## src/rtl/door_lantern_alarm_supervisor_defines.vh

```
/*
 * constants for the car door, lantern and alarm supervisor.
 * assumes a 25 MHz system clock and byte addressing on a 32-bit avalon-mm bus.
 */
`ifndef DOOR_LANTERN_ALARM_SUPERVISOR_DEFINES_VH
`define DOOR_LANTERN_ALARM_SUPERVISOR_DEFINES_VH

// ********************************
// timing
// ********************************
`define CLK_PERIOD_NS    40
`define MS_NS            1000000
`define MS_PER_S         10'h3e8
`define STEP_MS          6'h32
`define STEP_MAX         5'h13
`define RECLOSE_MAX_S    7'h78
`define STRIKE_MS        10'h0c8
`define ALARM_WIN_S      7'h3c
`define ALARM_PRESSES    3'h4
`define IDLE_S           10'h258
`define CHECK_S          7'h1e

// ********************************
// register map, byte offsets
// ********************************
`define ADDR_W           6
`define OFF_CTRL         6'h00
`define OFF_TIMING       6'h04
`define OFF_EGRESS       6'h08
`define OFF_STATE        6'h0c
`define OFF_INT_STAT     6'h10
`define OFF_INT_MASK     6'h14

// ctrl fields
`define CTRL_HALL        0
`define CTRL_DBL         1
`define CTRL_PASS_BTN    2
`define CTRL_FULL_OPEN   3
`define CTRL_LATCH_DOF   4
`define CTRL_LATCH_DCF   5
`define CTRL_W           6
`define CTRL_RST         6'h00

// timing fields: interlock steps [4:0], reclose seconds [14:8]
`define TIM_STEP_LSB     0
`define TIM_STEP_MSB     4
`define TIM_RECL_LSB     8
`define TIM_RECL_MSB     14

// egress: floor [7:0], enable [8]
`define EGR_EN           8

// interrupt bits
`define INT_W            4
`define INT_FAULT        0
`define INT_ALM_ZONE     1
`define INT_ALM_PRESS    2
`define INT_ALM_IDLE     3

// door drive codes
`define DIR_NONE         2'h0
`define DIR_OPEN         2'h1
`define DIR_CLOSE        2'h2

`endif

```

## src/rtl/door_lantern_alarm_supervisor.v

```verilog
/*
 * car-level supervisor: door reversal interlock, fire recall reclose,
 * lanterns and gongs, relay coil redundancy monitor, alarm bell warnings,
 * and an avalon-mm register slave with a masked level interrupt.
 * assumes all inputs are synchronous to ref_clk_i and already debounced.
 */
// Chosen here: register access over Avalon-MM and the placing of the registers.
`timescale 1ns/1ps
`include "door_lantern_alarm_supervisor_defines.vh"
`default_nettype none

module door_lantern_alarm_supervisor #(
	parameter MS_CYCLES = `MS_NS / `CLK_PERIOD_NS
) (
	input  wire        ref_clk_i,
	input  wire        rst_n_i,
	input  wire [5:0]  avs_address_i,
	input  wire        avs_read_i,
	input  wire        avs_write_i,
	input  wire [31:0] avs_writedata_i,
	output reg  [31:0] avs_readdata_o,
	output wire        avs_waitrequest_o,
	output wire        irq_o,
	input  wire        door_open_cmd_i,
	input  wire        door_close_cmd_i,
	output wire        door_open_o,
	output wire        door_close_o,
	input  wire        fire_recall_i,
	input  wire        car_door_open_btn_i,
	input  wire        hall_door_open_btn_i,
	input  wire        car_slowing_i,
	input  wire        door_lock_open_i,
	input  wire        dir_down_i,
	input  wire        passing_floor_i,
	input  wire        passing_chime_enable_input_i,
	input  wire [7:0]  floor_i,
	input  wire        door_opening_i,
	input  wire        door_closing_i,
	input  wire        door_full_open_i,
	input  wire        door_full_closed_i,
	input  wire        monitored_relay_coil_i,
	input  wire        relay_coil_readback_i,
	input  wire        auxiliary_fault_reset_i,
	input  wire        alarm_bell_input_i,
	input  wire        alarm_reset_ack_i,
	input  wire        car_moving_i,
	input  wire        door_zone_i,
	input  wire        idle_movement_check_i,
	output reg         idle_check_req_o,
	output reg         lantern_o,
	output reg         gong_o,
	output reg         passing_floor_chime_o,
	output reg         egress_arrival_chime_o,
	output reg         car_lantern_o,
	output reg         shutdown_o,
	output reg         monitor_alert_o,
	output reg         alarm_indicator_o
);

	// ********************************
	// millisecond and second ticks
	// ********************************
	reg [15:0] ms_cnt_q;
	reg        ms_tick_q;
	reg [9:0]  sec_cnt_q;
	wire       sec_tick = ms_tick_q && (sec_cnt_q == `MS_PER_S - 10'h001);

	always @(posedge ref_clk_i) begin
		if (!rst_n_i) begin
			ms_cnt_q  <= 16'h0000;
			ms_tick_q <= 1'b0;
			sec_cnt_q <= 10'h000;
		end else begin
			ms_tick_q <= (ms_cnt_q == MS_CYCLES[15:0] - 16'h0001);
			if (ms_cnt_q == MS_CYCLES[15:0] - 16'h0001)
				ms_cnt_q <= 16'h0000;
			else
				ms_cnt_q <= ms_cnt_q + 16'h0001;
			if (sec_tick)
				sec_cnt_q <= 10'h000;
			else if (ms_tick_q)
				sec_cnt_q <= sec_cnt_q + 10'h001;
		end
	end

	// ********************************
	// register bus
	// ********************************
	reg [`CTRL_W-1:0] ctrl_q;
	reg [14:0]        timing_q;
	reg [8:0]         egress_q;
	reg [`INT_W-1:0]  int_stat_q;
	reg [`INT_W-1:0]  int_mask_q;
	reg               ack_q;
	wire [`INT_W-1:0] ev;
	wire              access = avs_read_i | avs_write_i;
	wire              wr_en = avs_write_i & ack_q;
	wire [1:0]        door_dir;

	// one wait state on every access keeps read data registered
	assign avs_waitrequest_o = access & ~ack_q;
	assign irq_o = |(int_stat_q & int_mask_q);

	always @(posedge ref_clk_i) begin
		if (!rst_n_i) begin
			ack_q          <= 1'b0;
			avs_readdata_o <= 32'h00000000;
			ctrl_q         <= `CTRL_RST;
			timing_q       <= 15'h0000;
			egress_q       <= 9'h000;
			int_stat_q     <= {`INT_W{1'b0}};
			int_mask_q     <= {`INT_W{1'b0}};
		end else begin
			ack_q <= access & ~ack_q;
			if (access && !ack_q) begin
				case (avs_address_i)
				`OFF_CTRL:     avs_readdata_o <= {26'h0000000, ctrl_q};
				`OFF_TIMING:   avs_readdata_o <= {17'h00000, timing_q};
				`OFF_EGRESS:   avs_readdata_o <= {23'h000000, egress_q};
				`OFF_STATE:    avs_readdata_o <= {22'h000000, door_dir, idle_check_req_o,
					car_lantern_o, alarm_indicator_o, monitor_alert_o, shutdown_o,
					egress_arrival_chime_o, passing_floor_chime_o, lantern_o};
				`OFF_INT_STAT: avs_readdata_o <= {28'h0000000, int_stat_q};
				`OFF_INT_MASK: avs_readdata_o <= {28'h0000000, int_mask_q};
				default:       avs_readdata_o <= 32'h00000000;
				endcase
			end
			if (wr_en && avs_address_i == `OFF_CTRL)
				ctrl_q <= avs_writedata_i[`CTRL_W-1:0];
			if (wr_en && avs_address_i == `OFF_TIMING)
				timing_q <= avs_writedata_i[14:0];
			if (wr_en && avs_address_i == `OFF_EGRESS)
				egress_q <= avs_writedata_i[8:0];
			if (wr_en && avs_address_i == `OFF_INT_MASK)
				int_mask_q <= avs_writedata_i[`INT_W-1:0];
			// new events win over a write-one clear
			if (wr_en && avs_address_i == `OFF_INT_STAT)
				int_stat_q <= (int_stat_q & ~avs_writedata_i[`INT_W-1:0]) | ev;
			else
				int_stat_q <= int_stat_q | ev;
		end
	end

	// ********************************
	// fire recall reclose
	// ********************************
	wire [6:0] recl_s = timing_q[`TIM_RECL_MSB:`TIM_RECL_LSB];
	wire       open_btn = car_door_open_btn_i | hall_door_open_btn_i;
	reg  [6:0] recl_cnt_q;
	reg        fire_close_q;

	always @(posedge ref_clk_i) begin
		if (!rst_n_i) begin
			recl_cnt_q   <= 7'h00;
			fire_close_q <= 1'b0;
		end else if (!fire_recall_i || recl_s == 7'h00) begin
			recl_cnt_q   <= 7'h00;
			fire_close_q <= 1'b0;
		end else if (open_btn) begin
			recl_cnt_q   <= 7'h00;
			fire_close_q <= 1'b0;
		end else if (sec_tick && !fire_close_q) begin
			if (recl_cnt_q + 7'h01 >= recl_s)
				fire_close_q <= 1'b1;
			recl_cnt_q <= recl_cnt_q + 7'h01;
		end
	end

	// ********************************
	// door reversal interlock
	// ********************************
	wire       eff_open = door_open_cmd_i | (fire_recall_i & open_btn);
	wire       eff_close = (door_close_cmd_i | fire_close_q) & ~eff_open;
	wire [1:0] req = eff_open ? `DIR_OPEN : (eff_close ? `DIR_CLOSE : `DIR_NONE);
	wire [4:0] steps = timing_q[`TIM_STEP_MSB:`TIM_STEP_LSB];
	wire       ilk_on = (ctrl_q[`CTRL_LATCH_DOF] | ctrl_q[`CTRL_LATCH_DCF])
		&& steps != 5'h00;
	reg  [1:0] dir_q;
	reg        hold_q;
	reg  [9:0] hold_cnt_q;

	assign door_dir = dir_q;
	assign door_open_o = (dir_q == `DIR_OPEN);
	assign door_close_o = (dir_q == `DIR_CLOSE);

	always @(posedge ref_clk_i) begin
		if (!rst_n_i) begin
			dir_q      <= `DIR_NONE;
			hold_q     <= 1'b0;
			hold_cnt_q <= 10'h000;
		end else if (hold_q) begin
			if (ms_tick_q) begin
				if (hold_cnt_q <= 10'h001)
					hold_q <= 1'b0;
				hold_cnt_q <= hold_cnt_q - 10'h001;
			end
		end else if (dir_q != `DIR_NONE && req != `DIR_NONE && req != dir_q && ilk_on) begin
			dir_q      <= `DIR_NONE;
			hold_q     <= 1'b1;
			// steps above the top setting are held at the top
			hold_cnt_q <= (steps > `STEP_MAX ? {5'h00, `STEP_MAX} : {5'h00, steps})
				* {4'h0, `STEP_MS};
		end else begin
			dir_q <= req;
		end
	end

	// ********************************
	// lanterns and gongs
	// ********************************
	reg        slow_q;
	reg        lock_q;
	reg        down_q;
	reg        armed_q;
	reg [1:0]  strikes_q;
	reg        gap_q;
	reg [9:0]  strike_cnt_q;
	reg [9:0]  pass_cnt_q;
	reg [9:0]  egr_cnt_q;
	wire       slow_rise = car_slowing_i & ~slow_q;
	wire       lock_rise = door_lock_open_i & ~lock_q;
	wire       arrive = ctrl_q[`CTRL_HALL] ? slow_rise : lock_rise;
	wire       pass_ok = ~ctrl_q[`CTRL_PASS_BTN] | armed_q;
	wire       egr_hit = egress_q[`EGR_EN] && floor_i == egress_q[7:0];

	always @(posedge ref_clk_i) begin
		if (!rst_n_i) begin
			slow_q                 <= 1'b0;
			lock_q                 <= 1'b0;
			down_q                 <= 1'b0;
			armed_q                <= 1'b0;
			strikes_q              <= 2'h0;
			gap_q                  <= 1'b0;
			strike_cnt_q           <= 10'h000;
			lantern_o              <= 1'b0;
			gong_o                 <= 1'b0;
			pass_cnt_q             <= 10'h000;
			passing_floor_chime_o  <= 1'b0;
			egr_cnt_q              <= 10'h000;
			egress_arrival_chime_o <= 1'b0;
		end else begin
			slow_q <= car_slowing_i;
			lock_q <= door_lock_open_i;
			down_q <= dir_down_i;
			// a press in the same cycle as a reversal still arms
			if (passing_chime_enable_input_i)
				armed_q <= 1'b1;
			else if (dir_down_i != down_q)
				armed_q <= 1'b0;
			if (arrive) begin
				strikes_q    <= (ctrl_q[`CTRL_DBL] && dir_down_i) ? 2'h2 : 2'h1;
				gap_q        <= 1'b0;
				strike_cnt_q <= `STRIKE_MS;
				lantern_o    <= 1'b1;
				gong_o       <= 1'b1;
			end else if (strikes_q != 2'h0 && ms_tick_q) begin
				if (strike_cnt_q == 10'h001) begin
					strike_cnt_q <= `STRIKE_MS;
					if (gap_q) begin
						gap_q     <= 1'b0;
						lantern_o <= 1'b1;
						gong_o    <= 1'b1;
					end else begin
						strikes_q <= strikes_q - 2'h1;
						lantern_o <= 1'b0;
						gong_o    <= 1'b0;
						gap_q     <= (strikes_q == 2'h2);
					end
				end else begin
					strike_cnt_q <= strike_cnt_q - 10'h001;
				end
			end
			if (passing_floor_i && pass_ok) begin
				pass_cnt_q            <= `STRIKE_MS;
				passing_floor_chime_o <= 1'b1;
			end else if (passing_floor_chime_o && ms_tick_q) begin
				pass_cnt_q <= pass_cnt_q - 10'h001;
				if (pass_cnt_q == 10'h001)
					passing_floor_chime_o <= 1'b0;
			end
			if (lock_rise && egr_hit) begin
				egr_cnt_q              <= `STRIKE_MS;
				egress_arrival_chime_o <= 1'b1;
			end else if (egress_arrival_chime_o && ms_tick_q) begin
				egr_cnt_q <= egr_cnt_q - 10'h001;
				if (egr_cnt_q == 10'h001)
					egress_arrival_chime_o <= 1'b0;
			end
		end
	end

	// ********************************
	// car lantern
	// ********************************
	always @(posedge ref_clk_i) begin
		if (!rst_n_i)
			car_lantern_o <= 1'b0;
		else if (ctrl_q[`CTRL_FULL_OPEN]) begin
			// closing wins: the open limit is still made as the doors start to close
			if (door_closing_i)
				car_lantern_o <= 1'b0;
			else if (door_full_open_i)
				car_lantern_o <= 1'b1;
		end else begin
			if (door_opening_i)
				car_lantern_o <= 1'b1;
			else if (door_full_closed_i)
				car_lantern_o <= 1'b0;
		end
	end

	// ********************************
	// relay coil redundancy
	// ********************************
	wire mismatch = (monitored_relay_coil_i == relay_coil_readback_i);

	always @(posedge ref_clk_i) begin
		if (!rst_n_i)
			shutdown_o <= 1'b0;
		else if (mismatch)
			shutdown_o <= 1'b1;
		else if (auxiliary_fault_reset_i)
			shutdown_o <= 1'b0;
	end

	// ********************************
	// alarm bell warnings
	// ********************************
	reg       bell_q;
	reg [2:0] press_cnt_q;
	reg [6:0] win_cnt_q;
	reg [9:0] idle_cnt_q;
	reg [6:0] chk_cnt_q;
	reg       alarm_q;
	wire      press = alarm_bell_input_i & ~bell_q;
	wire      ev_zone = press & ~car_moving_i & ~door_zone_i;
	wire      ev_press = press && !car_moving_i
		&& press_cnt_q == `ALARM_PRESSES - 3'h1;
	wire      ev_idle = idle_check_req_o && sec_tick
		&& chk_cnt_q == `CHECK_S - 7'h01;
	wire      ev_any = ev_zone | ev_press | ev_idle;

	assign ev = {ev_idle, ev_press, ev_zone, mismatch & ~shutdown_o};

	always @(posedge ref_clk_i) begin
		if (!rst_n_i) begin
			bell_q            <= 1'b0;
			press_cnt_q       <= 3'h0;
			win_cnt_q         <= 7'h00;
			idle_cnt_q        <= 10'h000;
			chk_cnt_q         <= 7'h00;
			idle_check_req_o  <= 1'b0;
			alarm_q           <= 1'b0;
			monitor_alert_o   <= 1'b0;
			alarm_indicator_o <= 1'b0;
		end else begin
			bell_q <= alarm_bell_input_i;
			// movement ends the press window
			if (car_moving_i || ev_press) begin
				press_cnt_q <= 3'h0;
				win_cnt_q   <= 7'h00;
			end else if (press) begin
				press_cnt_q <= press_cnt_q + 3'h1;
			end else if (press_cnt_q != 3'h0 && sec_tick) begin
				if (win_cnt_q == `ALARM_WIN_S - 7'h01) begin
					press_cnt_q <= 3'h0;
					win_cnt_q   <= 7'h00;
				end else begin
					win_cnt_q <= win_cnt_q + 7'h01;
				end
			end
			if (car_moving_i || !door_zone_i || idle_movement_check_i) begin
				idle_cnt_q       <= 10'h000;
				chk_cnt_q        <= 7'h00;
				idle_check_req_o <= 1'b0;
			end else if (sec_tick) begin
				if (!idle_check_req_o) begin
					if (idle_cnt_q == `IDLE_S - 10'h001)
						idle_check_req_o <= 1'b1;
					idle_cnt_q <= idle_cnt_q + 10'h001;
				end else if (ev_idle) begin
					idle_cnt_q       <= 10'h000;
					chk_cnt_q        <= 7'h00;
					idle_check_req_o <= 1'b0;
				end else begin
					chk_cnt_q <= chk_cnt_q + 7'h01;
				end
			end
			// a new warning wins over the acknowledge
			if (ev_any)
				alarm_q <= 1'b1;
			else if (alarm_reset_ack_i)
				alarm_q <= 1'b0;
			monitor_alert_o   <= alarm_q | ev_any;
			alarm_indicator_o <= (alarm_q | ev_any) & ~alarm_reset_ack_i;
		end
	end

endmodule

`default_nettype wire

```

## config.mk

```make
export PLATFORM = sky130hd
export DESIGN_NAME = door_lantern_alarm_supervisor
export DESIGN_NICKNAME = d
export VERILOG_FILES = /design/src/rtl/door_lantern_alarm_supervisor.v
export VERILOG_INCLUDE_DIRS = /design/src /design/src/rtl
export SDC_FILE = /design/constraint.sdc
export NUM_CORES = 1
export LEC_CHECK = 0
export CAP_MARGIN = 20
export CORE_MARGIN = 3
export CORE_UTILIZATION = 55
export CTS_CLUSTER_DIAMETER = 30
export DETAILED_ROUTE_END_ITERATION = 12
export DONT_BUFFER_PORTS = 1
export PLACE_DENSITY = 0.78
export SYNTH_ARGS = -nofsm -noshare
export SYNTH_HDL_FRONTEND = slang
export SYNTH_SLANG_ARGS = --single-unit
```

## constraint.sdc

```tcl
create_clock -name ref_clk_i -period 2.5 [get_ports ref_clk_i]
set_input_delay 0.25 -clock ref_clk_i [delete_from_list [all_inputs] [get_ports ref_clk_i]]
set_output_delay 0.25 -clock ref_clk_i [all_outputs]
set_load 0.01 [all_outputs]
```

== Word-level counts from Yosys, hierarchy flattened ==
Cells that the tools add are included.

* Output and inout port bits: 45
* Register bits after elaboration: 193

* $lt $le $gt $ge: 3
* Add/sub/neg operators: 12
* $mul: 1
* Equal/unequal tests: 25
* Reduce and logical (&&, ||, !) cells: 74
* Multiplexer cells: 58
* Bitwise operators: 37

{| class="wikitable"
|+ Operators by type and width
! operator !! number
|-
| 15-bit case mux with 6 select lines || 1
|-
| 10-bit 2-to-1 mux || 6
|-
| 8-bit 2-to-1 mux || 6
|-
| 10-bit by 1-bit subtractor with 10-bit output, second input constant || 4
|-
| 10-bit by 1-bit equality test with 1-bit output, second input constant || 3
|-
| 1-bit 2-to-1 mux || 30
|-
| 2-bit nonzero test || 15
|-
| 1-bit logical AND || 24
|-
| 2-bit AND reduction || 11
|-
| 7-bit by 1-bit adder with 7-bit output, second input constant || 3
|-
| 10-bit by 1-bit adder with 10-bit output, second input constant || 2
|-
| 10-bit equality test, second input constant || 2
|-
| 16-bit by 1-bit adder with 16-bit output, second input constant || 1
|-
| 16-bit by 15-bit equality test with 1-bit output, second input constant || 1
|-
| 2-bit 2-to-1 mux || 8
|-
| 7-bit 2-to-1 mux || 2
|-
| 2-bit OR reduction || 7
|-
| 6-bit by 4-bit equality test with 1-bit output, second input constant || 2
|-
| 6-bit by 5-bit equality test with 1-bit output, second input constant || 2
|-
| 1-bit NOT || 12
|-
| 1-bit AND || 11
|-
| 10-bit by 1-bit <= comparator with 1-bit output, second input constant || 1
|-
| 5-bit by 5-bit multiplier with 9-bit output, second input constant || 1
|-
| 3-bit 2-to-1 mux || 3
|-
| 32 further kinds || 52
|}

== Logic depth before layout (Yosys ltp) ==
* Depth in word-level cells: 13
* Mapped depth: 12
* Depth with buffers taken out: 12

== Least setup slack after synthesis ==
Ideal clock, no wire load.

* Kind: flip-flop to flip-flop
* Start point: register timing_q[3]
* End point: register hold_cnt_q[9]
* Arrival: 2.470 ns
* Buffers on the path: 0
* Setup time: 0.122 ns
* Clock period less this slack: 2.592 ns
* Stages on the path, launching flop included: 12
* Path slack: -0.092 ns
* Cell sequence: dfxtp_1 > nor2b_1 > inv_1 > ha_1 > inv_1 > ha_1 > ha_1 > ha_1 > a31oi_1 > xnor2_1 > nor2_1 > o311a_1

* Cells in the longest elaborated chain, start to end: 5

{| class="wikitable"
|+ RTL lines
! element !! line !! text
|-
| from (decl) || door_lantern_alarm_supervisor.v:90 || <nowiki>reg [14:0] timing_q;</nowiki>
|-
| from (signal assigned) || door_lantern_alarm_supervisor.v:131 || <nowiki>timing_q <= avs_writedata_i[14:0];</nowiki>
|-
| 5-bit > comparator (no source line) / 5-bit nonzero test (equally long branches) || -- ||
|-
| 5-bit 2-to-1 mux / 1-bit logical AND (equally long branches) || door_lantern_alarm_supervisor.v:201, door_lantern_alarm_supervisor.v:176 ||
|-
| 5-bit by 5-bit multiplier with 9-bit output / 1-bit logical AND (equally long branches) || door_lantern_alarm_supervisor.v:201, door_lantern_alarm_supervisor.v:197 ||
|-
| 10-bit 2-to-1 mux / 2-bit nonzero test (equally long branches) || -- ||
|-
| 10-bit 2-to-1 mux / 2-bit AND reduction (equally long branches) || -- ||
|-
| to (signal assigned) || door_lantern_alarm_supervisor.v:195 || <nowiki>hold_cnt_q <= hold_cnt_q - 10'h001;</nowiki>
|-
| to (signal assigned) || door_lantern_alarm_supervisor.v:201 || <nowiki>hold_cnt_q <= (steps > `STEP_MAX ? {5'h00, `STEP_MAX} : {5'h00, steps})</nowiki>
|-
| to (decl) || door_lantern_alarm_supervisor.v:180 || <nowiki>reg [9:0] hold_cnt_q;</nowiki>
|}

Parallel ways exist; a longest one is shown, timed or not. The select of a mux whose other input is x is not followed.
A chain may end at the register's enable or synchronous reset.

== Worst setup path in the final report ==
* Start point: register timing_q[2]
* End point: register hold_cnt_q[7]

Same word-level chain as after synthesis.

==> flow_summary.toml <==
[grt]
first_global_vias = 6810
grt_usage_pct = 24.03
grt_start_max_net_pins = 70
grt_pass1_wl_um = 34160
antenna_found_initial = 0
gr-total-overflow = 0

[cells_and_area]
num_antenna_cells = 0
fillers = 1228
final_cells = 1266
final_nets = 1157
finalInstanceArea_um2 = 10010
area_growth_syn_to_layout_pct = 14.92
final_layout_size_suffix_gt1_share_pct = 10.52

[clock_tree]
cts-root-buf = "clkbuf_16"
cts_tree = "done"
cts_buffers = 17
clk_latency_ns = 0.44
clock_tree.buffer_depth = 2
cts.clk_slew.worst_paths_ns = 0.08
cts_max_level = 4
cts_sinks = 176

[yosys]
yosys.area.top_type = "dfxtp_1"
synthArstFlopShare_pct = 0
yosys.area.top_type_share_pct = 40.44
synthTopCellsByArea = "dfxtp_1, nor2_1, ha_1, mux2i_1, xor2_1"
synth_flop_cell = "dfxtp_1"
yosysWarnings = 0
synth_seq_area_share_pct = 40.44
synth.distinct_cells = 78
synth_edf_count = 0
synthCells = 995
syn_area_um2 = 8713
synth.most_common_cell = "dfxtp_1"
ys_top_cells_by_count = "dfxtp_1, nor2_1, nand2_1"
ys_ff_latch = 176
syn_avg_cell_area_um2 = 8.757

[sta]
setup_slack_ns = -0.02121
hold_viol = 0
slew_headroom_pct = 45.50
finalSetupTns_ns = -0.03351
rsz0062_at_grt = "true"
skew_ns = 0.01289
max_clock_freq_ghz = 0.3966
finalCritPeriodShare_pct = 100.8
worst_pin_slew_ns = 0.8176
whs_ns = 0.008328
finalSetupViolCount = 2
fin_crit_ns = 2.521
slew_violations = 0

[place]
portBuffers = 0
dp_cells = 1194
place_hpwl_um = 14270
placedInstanceArea_um2 = 8949
routabilityCongestion = 0.8839

[critical_path]
arrival_ns = 2.90
cp-end-kind = "flip-flop"
start_kind = "flip-flop"
reg2regPathDepth = 13
criticalPathCategory = "flip-flop to flip-flop"
path_max_fanout = 3
cp.required_ns = 2.87

[power_and_ir_drop]
p_int_mw = 4.470
pwr-share-clk_pct = 46.0
p_leak_nw = 4.045
switching_share_pct = 23.94
p_comb_share_pct = 4.7
seq_power_share_pct = 49.3
p_sw_mw = 1.407
power.density_nw_per_um2 = 587.0
ir_drop_v = 0.0004845
power_mw = 5.877

[drt]
drtPass1Iterations = 5
drtIter0Drc = 530
vias_per_cell = 5.709
antenna_left = 0
wl_um = 21260
wl_per_cell_um = 16.79
post-route-drc-count = 0
dr_total_vias = 7228

[die]
coreArea_um2 = 15370
pin_count = 117
fp.dieH_um = 131.9
dieArea_um2 = 17390
initial_utilization_pct = 56.69
rows = 45
die_x_um = 131.9

[worst_hold_path]
holdPathStages = 2
hold_path.class = "input port to flip-flop"

[job]
drv_cap = 0

[outcome]
violations = "setup timing"
run_status = "complete, but fails checks"
repair_timing:
| item | CTS | global route |
|---|---|---|
| setup buffers | 13 | 1 |
| setup endpoints to repair | 2 | 5 |
| hold buffers | 29 | 0 |
| resized for setup | 8 | 9 |
| pin swaps | 9 | 10 |
| gates cloned | 0 | 0 |
| hold endpoints to repair | 72 | 0 |
power by group through the flow:
stage	clock network [mW]	logic, mW	registers (mW)
5_1_grt	2.83	0.305	2.90
4_1_cts	2.72	0.275	2.90
3_5_place_dp	0	0.217	2.96
6_report	2.70	0.278	2.90
3_3_place_gp	0	0.212	2.96
2_1_floorplan	0	0.202	2.94
logic make-up (layout without fill, tap and decap cells):
| group | Yosys count | count (layout) | share of synthesized area (%) |
|---|---|---|---|
| other | 1 | 17 | 0.04304 |
| XOR/XNOR | 88 | 88 | 8.846 |
| buffers and inverters | 90 | 134 | 5.012 |
| multiplexers | 51 | 51 | 5.887 |
| AND/OR/NAND/NOR | 396 | 396 | 22.47 |
| flip-flops | 176 | 176 | 40.44 |
| adder cells (fa/ha/maj) | 42 | 42 | 6.117 |
| AO/OA/AOI/OAI | 151 | 151 | 11.19 |
through the flow:
stage	utilization (%)	setup slack, ns
6_report	65.14	-0.02121
5_1_grt	65.14	-0.1660
4_1_cts	64.87	0.0001181
3_5_place_dp	58.22	-0.1021
3_3_place_gp	58.22	-0.04636
2_1_floorplan	-	0.02254
state kept, by name, summed over array words and instances, names as in the netlist, 2 cells and up:
name and flops:
dir_q 2, strikes_q 2, win_cnt_q 7, int_stat_q 4, pass_cnt_q 10, sec_cnt_q 10, egr_cnt_q 10, recl_cnt_q 7
avs_readdata_o 15, egress_q 9, press_cnt_q 3, chk_cnt_q 7, hold_cnt_q 10, ms_cnt_q 16, timing_q 15, strike_cnt_q 10
int_mask_q 4, ctrl_q 6, idle_cnt_q 10
cell type report:
cell class	count	area, µm²	share of cell area (%)
Clock buffer	18	439.2	4.386
Clock inverter	13	155.1	1.549
Inverter	34	127.6	1.275
Multi-Input combinational cell	745	4892	48.86
Sequential cell	176	3527	35.22
Tap cell	211	264.0	2.636
Timing Repair Buffer	69	608.1	6.073
critical path, stage by stage (launching register included):
cell and delay (ns):
dfxtp_2 0.34, o21ai_2 0.15, nand2b_1 0.13, ha_1 0.32
ha_1 0.28, ha_2 0.18, inv_2 0.04, fa_2 0.35
buf_4 0.15, xnor2_1 0.14, nand2_1 0.08, o41ai_2 0.05
nand2_1 0.09, o22ai_1 0.16
path summary, 6_finish.rpt:
check	from	endpoint	slack (ns)
max	timing_q[2]	hold_cnt_q[7]	-0.02
min	avs_address_i[2]	avs_readdata_o[9]	0.008
max reg2reg	timing_q[2]	hold_cnt_q[7]	-0.02
min reg2reg	ms_cnt_q[0]	ms_cnt_q[0]	0.46
cell usage in the layout (no fill, tap or decap), drive strengths merged, types with 37 or more instances in the layout:
| cell type | n |
|---|---|
| nor2 | 159 |
| a21oi | 54 |
| xor2 | 50 |
| nand2 | 73 |
| buf | 41 |
| xnor2 | 38 |
| dfxtp | 176 |
| mux2i | 49 |
| ha | 41 |
| inv | 37 |
routing by layer:
metal / GRT usage, % / part of all wire, %
met2: 37.91 / 45
met3: 6.412 / 7.9
met1: 31.79 / 45
met4: 8.751 / 2.6
met5: 0 / 0
Power figures use the tool's default switching activity.
